--- config.mk ---
export PLATFORM = sky130hd
export DESIGN_NAME = p1fs_top
export DESIGN_NICKNAME = d
export VERILOG_FILES = /design/src/design/p1fs_pkg.sv /design/src/design/p1fs_top.sv
export VERILOG_INCLUDE_DIRS = /design/src /design/src/design
export SDC_FILE = /design/constraint.sdc
export NUM_CORES = 1
export LEC_CHECK = 0
export ABC_AREA = 0
export BUFFER_PORTS_ARGS = -buffer_cell sky130_fd_sc_hd__buf_2
export CAP_MARGIN = 20
export CELL_PAD_IN_SITES_DETAIL_PLACEMENT = 1
export CELL_PAD_IN_SITES_GLOBAL_PLACEMENT = 2
export CORE_MARGIN = 2
export CORE_UTILIZATION = 23
export CTS_BUF_LIST = sky130_fd_sc_hd__clkbuf_2
export DETAILED_ROUTE_END_ITERATION = 10
export HOLD_SLACK_MARGIN = 0.03
export PLACE_DENSITY_LB_ADDON = 0.1
export SLEW_MARGIN = 10
export SYNTH_ARGS = -nofsm -noshare
export SYNTH_HDL_FRONTEND = slang
export SYNTH_SLANG_ARGS = --single-unit
export TNS_END_PERCENT = 100
--- constraint.sdc ---
create_clock -name CLK -period 1.4 [get_ports CLK]
set_input_delay 0.28 -clock CLK [delete_from_list [all_inputs] [get_ports CLK]]
set_output_delay 0.28 -clock CLK [all_outputs]
set_load 0.005 [all_outputs]
--- src/design/p1fs_params.svh ---
`ifndef P1FS_PARAMS_SVH
`define P1FS_PARAMS_SVH

// Register indices; byte address is four times the index
`define P1FS_DIR_IDX 16'hff80
`define P1FS_DATA_IDX 16'hff82
`define P1FS_CTRL_IDX 16'hfffc

// Reset and standby values, reserved control mask and direction read value
`define P1FS_CTRL_RST 8'h87
`define P1FS_DIR_RST 8'h03
`define P1FS_DIR_HWSTBY 8'h00
`define P1FS_DATA_RST 8'h00
`define P1FS_CTRL_RSVD 8'h87
`define P1FS_DIR_READ 8'hff

// Control field positions
`define P1FS_EXT_INTERRUPT_LINE1_BIT 6
`define P1FS_EXT_INTERRUPT_LINE0_BIT 5
`define P1FS_NMI_BIT 4
`define P1FS_BUS_RELEASE_SELECT_BIT 3

// Pin numbers with alternate roles
`define P1FS_PIN_TMR 7
`define P1FS_PIN_EXT_INTERRUPT_LINE1 6
`define P1FS_PIN_EXT_INTERRUPT_LINE0 5
`define P1FS_PIN_WAIT 4
`define P1FS_PIN_BUS_REQUEST_IN 3
`define P1FS_PIN_BACK 2
`define P1FS_PIN_ECLK 1
`define P1FS_PIN_SCLK 0

`endif

--- src/design/p1fs_pkg.sv ---
package p1fs_pkg;

	typedef enum logic [1:0] {
		P1FS_SEL_NONE,
		P1FS_SEL_DIR,
		P1FS_SEL_DATA,
		P1FS_SEL_CTRL
	} p1fs_sel_t;

	typedef struct packed {
		logic [7:0] out;
		logic [7:0] oe_n;
	} p1fs_pin_t;

	typedef struct packed {
		logic ext_interrupt_line1_n;
		logic ext_interrupt_line0_n;
		logic wait_n;
		logic bus_request_in_n;
		logic nmi_req;
	} p1fs_alt_t;

	typedef struct packed {
		logic [7:0] ctrl;
		logic [7:0] dir;
		logic [7:0] latch;
		logic nmi_prev;
		logic wr_pend;
		p1fs_sel_t wr_sel;
		logic [31:0] rdata;
		p1fs_pin_t pin;
		p1fs_alt_t alt;
	} p1fs_state_t;

endpackage

--- src/design/p1fs_top.sv ---
`timescale 1ns/1ns
`include "p1fs_params.svh"
// Contract
// - Control register loads 0x87 on reset and on hardware standby.
// - Software standby leaves the control register unchanged.
// - Control bits 7 and 2..0 ignore writes and read as one.
// - Line-1 select makes pin 6 the line-1 interrupt input.
// - Line-0 select makes pin 5 the line-0 interrupt input.
// - Interrupt-claimed pins still read their live level in data.
// - NMI on falling edge when edge bit is 0, rising when 1.
// - Bus release in expanded mode: pin 3 request in, pin 2 ack out.
// - Bus release select only takes effect in expanded modes.
// - Single-chip mode keeps pins 3 and 2 as plain I/O.
// - Any timer output select bit set drives pin 7 with compare output.
// - Expanded mode with wait select high makes pin 4 the wait input.
// - Bus release roles of pins 3 and 2 ignore direction bits.
// - Unclaimed pin is output when direction bit is 1, else input.
// - Output pins 1 and 0 carry E clock and system clock.
// - Data read gives latch for plain outputs, clock for output pins 1 and 0, pin level for inputs and alternate outputs.
// - Direction register loads 0x03 on reset.
module p1fs_top
	import p1fs_pkg::*;
(
	input wire logic CLK,
	input wire logic RST,
	input wire logic CE,
	input wire logic HSEL,
	input wire logic [31:0] HADDR,
	input wire logic [1:0] HTRANS,
	input wire logic HWRITE,
	input wire logic [2:0] HSIZE,
	input wire logic [31:0] HWDATA,
	input wire logic HREADY,
	output logic [31:0] HRDATA,
	output logic HREADYOUT,
	output logic HRESP,
	input wire logic MODE_EXP,
	input wire logic HW_STBY,
	input wire logic SW_STBY,
	input wire logic [3:0] TIMER_OUTPUT_SELECT,
	input wire logic TIMER_COMPARE_OUTPUT,
	input wire logic WAIT_MODE_SELECT_HIGH,
	input wire logic BUS_ACK_OUT,
	input wire logic E_CLK,
	input wire logic SYS_CLK,
	input wire logic NMI_PIN,
	input wire logic [7:0] PIN_IN,
	output logic [7:0] PIN_OUT,
	output logic [7:0] PIN_OE_N,
	output logic EXT_INTERRUPT_LINE1_N,
	output logic EXT_INTERRUPT_LINE0_N,
	output logic WAIT_IN_N,
	output logic BUS_REQUEST_IN_N,
	output logic NMI_REQ
);

	p1fs_state_t s_r;
	p1fs_state_t s_nxt;

	logic [7:0] claim_in;
	logic [7:0] claim_out;
	logic [7:0] alt_val;
	logic [7:0] drv_oe;
	logic [7:0] drv_val;
	logic [7:0] rd_pins;
	logic ext_interrupt_line1_sel;
	logic ext_interrupt_line0_sel;
	logic nmi_rise;
	logic bus_release_select_on;
	logic wait_on;
	logic tmr_on;
	logic addr_take;

	function automatic p1fs_sel_t decode(input logic [31:0] a);
		p1fs_sel_t r;
		r = P1FS_SEL_NONE;
		if (a[31:18] == 14'h0000 && a[1:0] == 2'h0) begin
			if (a[17:2] == `P1FS_DIR_IDX)
				r = P1FS_SEL_DIR;
			else if (a[17:2] == `P1FS_DATA_IDX)
				r = P1FS_SEL_DATA;
			else if (a[17:2] == `P1FS_CTRL_IDX)
				r = P1FS_SEL_CTRL;
		end
		return r;
	endfunction

	// Zero-wait slave; a low enable stretches the transfer instead
	assign HREADYOUT = CE;
	assign HRESP = 1'b0;
	assign addr_take = HSEL && HTRANS[1] && HREADY;

	assign ext_interrupt_line1_sel = s_r.ctrl[`P1FS_EXT_INTERRUPT_LINE1_BIT];
	assign ext_interrupt_line0_sel = s_r.ctrl[`P1FS_EXT_INTERRUPT_LINE0_BIT];
	assign nmi_rise = s_r.ctrl[`P1FS_NMI_BIT];
	// Mode gates the bus and wait roles only
	assign bus_release_select_on = MODE_EXP && s_r.ctrl[`P1FS_BUS_RELEASE_SELECT_BIT];
	assign wait_on = MODE_EXP && WAIT_MODE_SELECT_HIGH;
	assign tmr_on = |TIMER_OUTPUT_SELECT;

	always_comb begin
		claim_in = 8'h00;
		claim_out = 8'h00;
		alt_val = 8'h00;
		claim_in[`P1FS_PIN_EXT_INTERRUPT_LINE1] = ext_interrupt_line1_sel;
		claim_in[`P1FS_PIN_EXT_INTERRUPT_LINE0] = ext_interrupt_line0_sel;
		claim_in[`P1FS_PIN_WAIT] = wait_on;
		claim_in[`P1FS_PIN_BUS_REQUEST_IN] = bus_release_select_on;
		claim_out[`P1FS_PIN_BACK] = bus_release_select_on;
		alt_val[`P1FS_PIN_BACK] = BUS_ACK_OUT;
		claim_out[`P1FS_PIN_TMR] = tmr_on;
		alt_val[`P1FS_PIN_TMR] = TIMER_COMPARE_OUTPUT;
	end

	genvar gi;
	generate
		for (gi = 0; gi < 8; gi++) begin : g_pin
			logic plain_val;
			if (gi == `P1FS_PIN_ECLK) begin : g_e
				assign plain_val = E_CLK;
			end else if (gi == `P1FS_PIN_SCLK) begin : g_s
				assign plain_val = SYS_CLK;
			end else begin : g_l
				assign plain_val = s_r.latch[gi];
			end
			// Alternate roles win over the direction bit
			assign drv_oe[gi] = !claim_in[gi] &&
				(claim_out[gi] || s_r.dir[gi]);
			assign drv_val[gi] = claim_out[gi] ? alt_val[gi] :
				plain_val;
			// Claimed or input pins read the live level
			assign rd_pins[gi] = (drv_oe[gi] && !claim_out[gi]) ?
				plain_val : PIN_IN[gi];
		end
	endgenerate

	always_comb begin
		s_nxt = s_r;
		s_nxt.alt.nmi_req = 1'b0;
		// Finish a pending write in its data phase
		if (s_r.wr_pend) begin
			s_nxt.wr_pend = 1'b0;
			case (s_r.wr_sel)
				P1FS_SEL_DIR: begin
					s_nxt.dir = HWDATA[7:0];
				end
				P1FS_SEL_DATA: begin
					// Clock pin bits are read-only
					s_nxt.latch = {HWDATA[7:2], 2'b00};
				end
				P1FS_SEL_CTRL: begin
					s_nxt.ctrl = (HWDATA[7:0] & ~`P1FS_CTRL_RSVD) |
						`P1FS_CTRL_RSVD;
				end
				default: begin
				end
			endcase
		end
		// Software standby has no reload path here
		if (HW_STBY) begin
			s_nxt.ctrl = `P1FS_CTRL_RST;
			s_nxt.dir = `P1FS_DIR_HWSTBY;
			s_nxt.latch = `P1FS_DATA_RST;
			s_nxt.wr_pend = 1'b0;
		end
		if (addr_take) begin
			s_nxt.wr_pend = HWRITE && decode(HADDR) != P1FS_SEL_NONE;
			s_nxt.wr_sel = decode(HADDR);
			// Control read data uses post-write values; data reads use the pre-write latch and direction
			case (decode(HADDR))
				P1FS_SEL_DIR: begin
					s_nxt.rdata = {24'h000000, `P1FS_DIR_READ};
				end
				P1FS_SEL_DATA: begin
					s_nxt.rdata = {24'h000000, rd_pins};
				end
				P1FS_SEL_CTRL: begin
					s_nxt.rdata = {24'h000000,
						s_nxt.ctrl | `P1FS_CTRL_RSVD};
				end
				default: begin
					s_nxt.rdata = 32'h00000000;
				end
			endcase
		end
		s_nxt.nmi_prev = NMI_PIN;
		if (NMI_PIN != s_r.nmi_prev && NMI_PIN == nmi_rise)
			s_nxt.alt.nmi_req = 1'b1;
		s_nxt.pin.oe_n = ~drv_oe;
		s_nxt.pin.out = drv_val;
		s_nxt.alt.ext_interrupt_line1_n = ext_interrupt_line1_sel ?
			PIN_IN[`P1FS_PIN_EXT_INTERRUPT_LINE1] : 1'b1;
		s_nxt.alt.ext_interrupt_line0_n = ext_interrupt_line0_sel ?
			PIN_IN[`P1FS_PIN_EXT_INTERRUPT_LINE0] : 1'b1;
		s_nxt.alt.wait_n = wait_on ?
			PIN_IN[`P1FS_PIN_WAIT] : 1'b1;
		s_nxt.alt.bus_request_in_n = bus_release_select_on ?
			PIN_IN[`P1FS_PIN_BUS_REQUEST_IN] : 1'b1;
	end

	always_ff @(posedge CLK or posedge RST) begin
		if (RST) begin
			s_r.ctrl <= `P1FS_CTRL_RST;
			s_r.dir <= `P1FS_DIR_RST;
			s_r.latch <= `P1FS_DATA_RST;
			s_r.nmi_prev <= 1'b1;
			s_r.wr_pend <= 1'b0;
			s_r.wr_sel <= P1FS_SEL_NONE;
			s_r.rdata <= 32'h00000000;
			s_r.pin.out <= 8'h00;
			s_r.pin.oe_n <= 8'hff;
			s_r.alt.ext_interrupt_line1_n <= 1'b1;
			s_r.alt.ext_interrupt_line0_n <= 1'b1;
			s_r.alt.wait_n <= 1'b1;
			s_r.alt.bus_request_in_n <= 1'b1;
			s_r.alt.nmi_req <= 1'b0;
		end else if (CE) begin
			s_r <= s_nxt;
		end
	end

	assign HRDATA = s_r.rdata;
	assign PIN_OUT = s_r.pin.out;
	assign PIN_OE_N = s_r.pin.oe_n;
	assign EXT_INTERRUPT_LINE1_N = s_r.alt.ext_interrupt_line1_n;
	assign EXT_INTERRUPT_LINE0_N = s_r.alt.ext_interrupt_line0_n;
	assign WAIT_IN_N = s_r.alt.wait_n;
	assign BUS_REQUEST_IN_N = s_r.alt.bus_request_in_n;
	assign NMI_REQ = s_r.alt.nmi_req;
endmodule

==> flow_metrics.tcl, run 1 <==
set metrics [dict create \
    fin_setup_tns_ps -298 \
    power_leakage_nw 1.76 \
    antenna_cells 0 \
    cp.required_ps 1120 \
    clkLatencyLatePin_ps 460 \
    cp-end-kind "output port" \
    wl_microns 8240 \
    syn_inst 301 \
    dieArea_sq_um 13100 \
    muxShareOfSynthArea 0.0764 \
    ant_nets 0 \
    p_switching_mw 0.763 \
    fp.dieH_microns 114 \
    vias_per_cell 4.27 \
    avgSynthCellArea_sq_um 9.31 \
    synth_cell_type_count 40 \
    yosysTopAreaCellShare 0.322 \
    grt_max_degree 52 \
    crit_path_end "PIN_OE_N[6]" \
    rows 40 \
    grt-ovfl-total 0 \
    die_w_microns 114 \
    io_buffer_count 96 \
    drtIter0Drc 101 \
    cp_cell_sequence "buf_2" \
    ys_seq_elements 51 \
    drtPass1Iterations 4 \
    wl_per_cell_microns 14.4 \
    p_clk_frac 0.241 \
    nets 519 \
    final_cells 571 \
    synth_top_family_by_area "simple AND/OR/NAND/NOR gates" \
    worst-path-stages 1 \
    tritoncts "built" \
    placement.cell_area_sq_um 3490 \
    cp-start-kind "flip-flop" \
    cts.sinks 51 \
    clock_skew_ps 23.8 \
    antenna_found_initial 1 \
    drc_errors 0 \
    clk_pin_slew_ps 290 \
    intPower_mw 1.85 \
    synth_top_area_cell "dfrtp_1" \
    syn_area_sq_um 2800 \
    p_sw_frac 0.292 \
    slew_violations 0 \
    setup_viol 12 \
    max_freq_mhz 693 \
    crit_path_max_incr_delay_ps 600 \
    clock_tree.root_cell "clkbuf_2" \
    maxCapViolations 0 \
    dr_total_vias 2437 \
    critPathTopFamily "flip-flops" \
    htree_num_levels 2 \
    synthXorXnorAreaFrac 0 \
    combPwrFrac 0.169 \
    seq_area_frac_synth 0.462 \
    ys_warn_count 0 \
    synth_area_leaders "dfrtp_1 (32%), dfstp_2 (14%), buf_4 (14%)" \
    crit_path_top_delay_cell "dfstp_2" \
    hpwlAfterDp_microns 6140 \
    ios 151 \
    fin_util 0.313 \
    status "complete, but fails checks" \
    timing_worst_setup_path_type "flip-flop to output port" \
    area_growth_pct 33.7 \
    p_seq_frac 0.591 \
    final-hold-violation-count 0 \
    worstPathArrival_ps 1160 \
    period_minus_slack_ps 1440 \
    fin_crit_sh 1.03 \
    grtUsageTotal 0.129 \
    numCtsBuffers 5 \
    worstReg2RegEnd "HRDATA[4]$_DFFE_PP0P_" \
    floorplan.initialDensity 0.234 \
    vdd_drop_max_mv 0.270 \
    grt_setup_unrepaired "true" \
    synth_fa_ha_area_frac 0 \
    power_density_nw_per_um2 698 \
    layout_common_cells "buf_2 (94), nand2_1 (44), buf_4 (41)" \
    clock_path_buffers 2 \
    dp_cells 545 \
    r2r_start "s_r[69]$_DFFE_PP0P_" \
    layout-drive-gt1-share 0.450 \
    critPathLaunch "PIN_OE_N[6]$_DFFE_PP1P_" \
    fin_ws_ps -43.8 \
    rr_worst_depth 6 \
    reg2reg_slack_ps 30 \
    worst-path-buf-inv 1 \
    gp_congestion 0.743 \
    final_common_cell "buf_2" \
    hold_class "input port to flip-flop" \
    violations "setup timing" \
    grt_pass1_wl_microns 13200 \
    final_cell_area_sq_um 3740 \
    critPathMaxFanout 2 \
    grt_pass1_vias 2564 \
    synth_compound_area_frac 0.134 \
    yosys.area_share.simple 0.168 \
    core_sq_um 12000 \
]
==> power by group through the flow <==
stage	Sequential [mW]	Clock [mW]	Combinational, mW
6_report	1.54	0.629	0.441
5_1_grt	1.55	0.724	0.496
4_1_cts	1.54	0.682	0.446
3_5_place_dp	1.57	0	0.415
3_3_place_gp	1.56	0	0.409
2_1_floorplan	1.56	0	0.242
==> registers in the layout, summed over array words and instances (netlist names) <==
name / count
EXT_INTERRUPT_LINE1_N: 1
g_pin.plain_val: 2
BUS_REQUEST_IN_N: 1
claim_in: 2
PIN_OE_N: 8
NMI_REQ: 1
drv_oe: 2
nmi_rise: 1
HRDATA: 8
drv_val: 4
EXT_INTERRUPT_LINE0_N: 1
WAIT_IN_N: 1
PIN_OUT: 8
s_r: 11
==> metal layers <==
layer | GRT usage | part of all wire
met1 | 0.168 | 0.47
met2 | 0.221 | 0.48
met3 | 0.0270 | 0.043
met4 | 0.0268 | 0.0089
met5 | 0 | 0
==> cell usage after synthesis, drive strengths merged <==
library cell	number
a211oi	2
a21boi	1
a21oi	18
a22o	2
a22oi	3
a31o	2
a31oi	2
a32o	1
and2	2
and3	2
and3b	1
and4	3
and4b	1
buf	51
clkbuf	10
conb	1
dfrtp	36
dfstp	15
inv	6
mux2	11
mux2i	9
nand2	45
nand2b	2
nand3	4
nand3b	1
nand4	4
nand4b	1
nor2	21
nor3	2
nor4	5
o211ai	1
o21ai	28
o22a	2
o22ai	2
or3	1
or4	3
==> worst min path at each step <==
stage,depth (start not counted),from,endpoint,slack (ps)
2_1_floorplan,1,RST,HRDATA[0]$_DFFE_PP0P_,320
3_3_place_gp,3,RST,PIN_OUT[2]$_DFFE_PP0P_,380
3_5_place_dp,3,RST,PIN_OUT[3]$_DFFE_PP0P_,390
4_1_cts,2,PIN_IN[6],EXT_INTERRUPT_LINE1_N$_DFFE_PP1P_,40
5_1_grt,3,HWDATA[3],drv_val[3]$_DFFE_PP0P_,40
6_report,3,HWDATA[5],drv_val[5]$_DFFE_PP0P_,70
==> cells by family after synthesis <==
logic type	count (synthesis)
and+or+nand+nor	98
muxes	20
AOI/OAI and AO/OA	64
other	1
DFF	51
buffers and inverters	67
==> cell type report <==
cell class                      instances  area [sq um]
Clock buffer                            5          25.0
Clock inverter                          3          15.0
Fill cell                            1429          8220
Inverter                                6          26.3
Multi-Input combinational cell        207          1220
Sequential cell                        51          1290
Tap cell                              147           184
Timing Repair Buffer                  152           981
==> worst register-to-register path: stages (launching register included) <==
cell and delay [ps]:
dfrtp_1 420, a21boi_4 200, mux2i_2 270, buf_4 150
a211oi_2 50, a22oi_1 130, o21ai_1 80
==> through the flow <==
step	hold WS, ps	total power [mW]	worst slack (ps)
2_1_floorplan	323	1.80	-124
3_3_place_gp	382	1.97	-281
3_5_place_dp	387	1.98	-320
4_1_cts	38.1	2.67	-90.6
5_1_grt	42.2	2.77	-116
6_report	72.1	2.61	-43.8
==> what timing repair did <==
action                                  in CTS  in global routing
pin swaps                                    0                  4
buffers inserted                             1                  6
endpoints found under the setup margin      14                 22
hold buffers                                12                  0
gates resized for setup                      5                  9
hold endpoints to repair                    49                  0
Note: power is estimated with default switching activity, not from simulation.
==> run 2: changes to the inputs <==
ABC_AREA = unset   (was 0)
RECOVER_POWER = 50   (was unset)
==> flow_metrics.tcl, run 2 (synthesis results as in run 1) <==
set metrics [dict create \
    hold_class "input port to flip-flop" \
    wl_microns 8230 \
    timing_worst_setup_path_type "flip-flop to output port" \
    clock_path_buffers 2 \
    fp.dieH_microns 114 \
    rows 40 \
    drtPass1Iterations 4 \
    dr_total_vias 2438 \
    slew_violations 0 \
    htree_num_levels 2 \
    gp_congestion 0.743 \
    grtUsageTotal 0.129 \
    grt-ovfl-total 0 \
    reg2reg_slack_ps 30 \
    wl_per_cell_microns 14.4 \
    cp-start-kind "flip-flop" \
    setup_viol 12 \
    vdd_drop_max_mv 0.270 \
    grt_max_degree 52 \
    worst-path-buf-inv 1 \
    power_leakage_nw 1.75 \
    tritoncts "built" \
    top_register "s_r" \
    clock_skew_ps 23.8 \
    nets 519 \
    cts.sinks 51 \
    cp-end-kind "output port" \
    p_switching_mw 0.763 \
    violations "setup timing" \
    worstPathArrival_ps 1160 \
    dieArea_sq_um 13100 \
    tightest_slew_ps 740 \
    die_w_microns 114 \
    cp.required_ps 1120 \
    ios 151 \
    io_buffer_count 96 \
    clock_tree.root_cell "clkbuf_2" \
    placement.cell_area_sq_um 3490 \
    ant_nets 0 \
    fin_crit_sh 1.03 \
    period_minus_slack_ps 1440 \
    crit_path_max_incr_delay_ps 600 \
    layout-drive-gt1-share 0.446 \
    p_seq_frac 0.592 \
    final_common_cell "buf_2" \
    antenna_cells 0 \
    numCtsBuffers 5 \
    vias_per_cell 4.27 \
    grt_setup_unrepaired "true" \
    fin_setup_tns_ps -298 \
    drtIter0Drc 101 \
    p_clk_frac 0.241 \
    area_growth_pct 33.2 \
    largest_register_ffs 11 \
    final-hold-violation-count 0 \
    grt_pass1_wl_microns 13200 \
    critPathMaxFanout 2 \
    slew_headroom 0.507 \
    combPwrFrac 0.167 \
    hpwlAfterDp_microns 6140 \
    intPower_mw 1.84 \
    grt_pass1_vias 2564 \
    clkLatencyLatePin_ps 460 \
    floorplan.initialDensity 0.234 \
    cp_cell_sequence "buf_2" \
    antenna_found_initial 1 \
    fin_ws_ps -43.8 \
    maxCapViolations 0 \
    clk_pin_slew_ps 290 \
    critPathTopFamily "flip-flops" \
    p_sw_frac 0.293 \
    power_density_nw_per_um2 698 \
    final_cell_area_sq_um 3730 \
    layout_common_cells "buf_2 (93), nand2_1 (44), buf_4 (41)" \
    max_freq_mhz 693 \
    drc_errors 0 \
    crit_path_top_delay_cell "dfstp_2" \
    core_sq_um 12000 \
    status "complete, but fails checks" \
]
-- run 2: power by group through the flow --
stage | Combinational [mW] | Sequential (mW) | Clock [mW]
after floorplan | 0.242 | 1.56 | 0
after global placement | 0.409 | 1.56 | 0
after detailed placement | 0.415 | 1.57 | 0
after CTS | 0.446 | 1.54 | 0.682
after global routing | 0.491 | 1.55 | 0.724
final | 0.435 | 1.54 | 0.629
-- run 2: final cells by class --
type / instances / area (sq um)
Multi-Input combinational cell: 207 / 1220
Tap cell: 147 / 184
Fill cell: 1432 / 8230
Clock buffer: 5 / 25.0
Sequential cell: 51 / 1290
Timing Repair Buffer: 152 / 967
Clock inverter: 3 / 15.0
Inverter: 6 / 26.3
-- run 2: what timing repair did --
item                                    CTS  global route
endpoints found under the setup margin   14            22
hold buffers                             12             0
pin swaps                                 0             4
buffers inserted                          1             6
hold endpoints to repair                 49             0
gates resized for setup                   5             9
-- run 2: layer usage --
metal | global-route usage | share of wire | vias to the layer above
met3 | 0.0270 | 0.043 | 6
li1 | - | - | 1213
met5 | 0 | 0 | -
met1 | 0.168 | 0.47 | 1150
met2 | 0.221 | 0.48 | 69
met4 | 0.0268 | 0.0089 | 0
-- run 2: worst min-delay path: cells and delay by family --
| family | cells | cell delay, ps |
|---|---|---|
| simple gates | 1 | 60 |
| buf+inv | 1 | 110 |
| compound gates | 1 | 80 |
-- run 2: final timing paths --
path                                         startpoint                      end  cells past startpoint
worst max-delay path            PIN_OE_N[6]$_DFFE_PP1P_              PIN_OE_N[6]                      1
worst min register to register  PIN_OE_N[7]$_DFFE_PP1P_  PIN_OE_N[7]$_DFFE_PP1P_                      2
min in group asynchronous                           RST   PIN_OUT[1]$_DFFE_PP0P_                      4
worst max register to register      s_r[69]$_DFFE_PP0P_    HRDATA[4]$_DFFE_PP0P_                      6
max in group asynchronous                           RST    HRDATA[5]$_DFFE_PP0P_                      4
worst min-delay path                          HWDATA[5]   drv_val[5]$_DFFE_PP0P_                      3
-- run 2: stage by stage --
step | total power [mW] | instances | setup slack, ps | hold WS [ps] | utilization
after floorplan | 1.80 | 325 | -124 | 323 | -
after global placement | 1.97 | 545 | -281 | 382 | 0.292
after detailed placement | 1.98 | 545 | -320 | 387 | 0.292
after CTS | 2.67 | 566 | -90.6 | 38.1 | 0.307
after global routing | 2.76 | 571 | -116 | 42.2 | 0.312
final | 2.61 | 571 | -43.8 | 72.1 | 0.312
==> run 3: changes to the inputs <==
CAP_MARGIN = unset   (was 20)
CORE_UTILIZATION = 27   (was 23)
clock period = 1.73 ns   (was 1.4 ns; I/O delays follow)
==> flow_metrics.tcl, run 3 (synthesis results as in run 1) <==
set metrics [dict create \
    tritoncts "built" \
    cp.required_ps 2300 \
    die_w_microns 106 \
    dr_total_vias 2297 \
    floorplan.initialDensity 0.275 \
    grtUsageTotal 0.136 \
    setup_viol 0 \
    critPathMaxFanout 36 \
    fillers 1263 \
    drtPass1Iterations 4 \
    period_minus_slack_ps 1510 \
    rows 37 \
    clock_skew_ps 28.4 \
    hold_start "HWDATA[1]" \
    placement.cell_area_sq_um 3240 \
    drtIter0Drc 89 \
    cts.sinks 51 \
    whs_endpoint "drv_oe[1]$_DFFE_PP1P_" \
    crit_path_top_delay_cell "clkbuf_4" \
    power_leakage_nw 1.55 \
    slew_violations 0 \
    drc_errors 0 \
    fin_crit_sh 0.873 \
    p_total_mw 2.15 \
    clkLatencyLatePin_ps 430 \
    ant_nets 0 \
    dieArea_sq_um 11200 \
    top_register "s_r" \
    vias_per_cell 4.44 \
    postCtsSetupRepairBufs 0 \
    wl_microns 7330 \
    antenna_found_initial 0 \
    largest_register_ffs 11 \
    reg2reg_slack_ps 270 \
    numCtsBuffers 5 \
    area_growth_pct 17.7 \
    grt-ovfl-total 0 \
    timing_worst_setup_path_type "input port to asynchronous set/reset pin" \
    cp-end-kind "asynchronous set/reset pin" \
    clock_path_buffers 2 \
    crit_path_max_incr_delay_ps 620 \
    cp-start-kind "input port" \
    r2r_start "s_r[54]$_DFFE_PP0P_" \
    hold_class "input port to flip-flop" \
    tightest_slew_ps 619 \
    worstReg2RegEnd "claim_in[5]$_DFFE_PP0P_" \
    htree_num_levels 2 \
    core_sq_um 10200 \
    power_density_nw_per_um2 653 \
    final-hold-violation-count 0 \
    hpwlAfterDp_microns 5610 \
    ios 151 \
    layout-drive-gt1-share 0.375 \
    status "complete, no violations" \
    clk_pin_slew_ps 260 \
    worstPathArrival_ps 2080 \
    antenna_cells 0 \
    holdPathStages 3 \
    dp_cells 509 \
    gp_congestion 0.668 \
    io_buffer_count 96 \
    grt_setup_unrepaired "false" \
    rr_worst_depth 4 \
    cp_cell_sequence "dlygate4sd3_1 > buf_2 > inv_1 > clkbuf_4" \
    fp.dieH_microns 106 \
    fin_setup_tns_ps 0 \
    layout_common_cells "buf_2 (95), nand2_1 (45), dfrtp_1 (36)" \
    whs_ps 89.5 \
    grt_pass1_wl_microns 11900 \
    final_cells 517 \
    clock_tree.root_cell "clkbuf_2" \
    final_common_cell "buf_2" \
    nets 477 \
    slew_headroom 0.587 \
    final_cell_area_sq_um 3300 \
    grt_max_degree 43 \
    maxCapViolations 0 \
    grt_pass1_vias 2306 \
    wl_per_cell_microns 14.2 \
    vdd_drop_max_mv 0.360 \
    max_freq_mhz 662 \
]
-- run 3: how the worst max path moves through the flow --
stage	start	to	slack, ps
2_1_floorplan	HADDR[7]	s_r[55]$_DFFE_PP0P_	130
3_3_place_gp	HADDR[7]	s_r[55]$_DFFE_PP0P_	-110
3_5_place_dp	HADDR[7]	s_r[55]$_DFFE_PP0P_	-100
4_1_cts	s_r[69]$_DFFE_PP0P_	HRDATA[4]$_DFFE_PP0P_	150
5_1_grt	RST	s_r[76]$_DFFE_PP0P_	50
6_report	RST	PIN_OE_N[6]$_DFFE_PP1P_	220
-- run 3: layout make-up --
cell class,count,area (sq um),area share
flip-flops and latches,51,1290,0.393
multi-input cells,207,1150,0.350
clock inverters,1,30.0,0.00911
clock buffers,6,30.0,0.00911
repair buffers,110,596,0.181
inverters,6,22.5,0.00683
well taps,136,170,0.0516
-- run 3: power breakdown --
group	internal (mW)	switching [mW]
Sequential	1.23	0.0180
Clock	0.243	0.382
Combinational	0.122	0.159
-- run 3: what timing repair did --
action,CTS,global route
hold buffers,1,0
endpoints found under the setup margin,0,1
hold endpoints to repair,9,0
resized for setup,0,1
-- run 3: metal layers --
metal	track usage	vias to the layer above	wire [microns]
met4	0.0310	0	59
met3	0.0278	6	364
met1	0.178	1104	3310
met2	0.230	57	3590
li1	-	1130	-
met5	0	-	0
-- run 3: stage by stage --
stage               utilization  setup slack (ps)
floorplan                     -               132
global placement          0.319              -107
detailed placement        0.319              -102
CTS                       0.325               151
global route              0.324              49.9
finish                    0.324               219
-- run 3: critical path, delay by kind of cell --
family / cells / cell delay [ps]
buf+inv: 4 / 1720
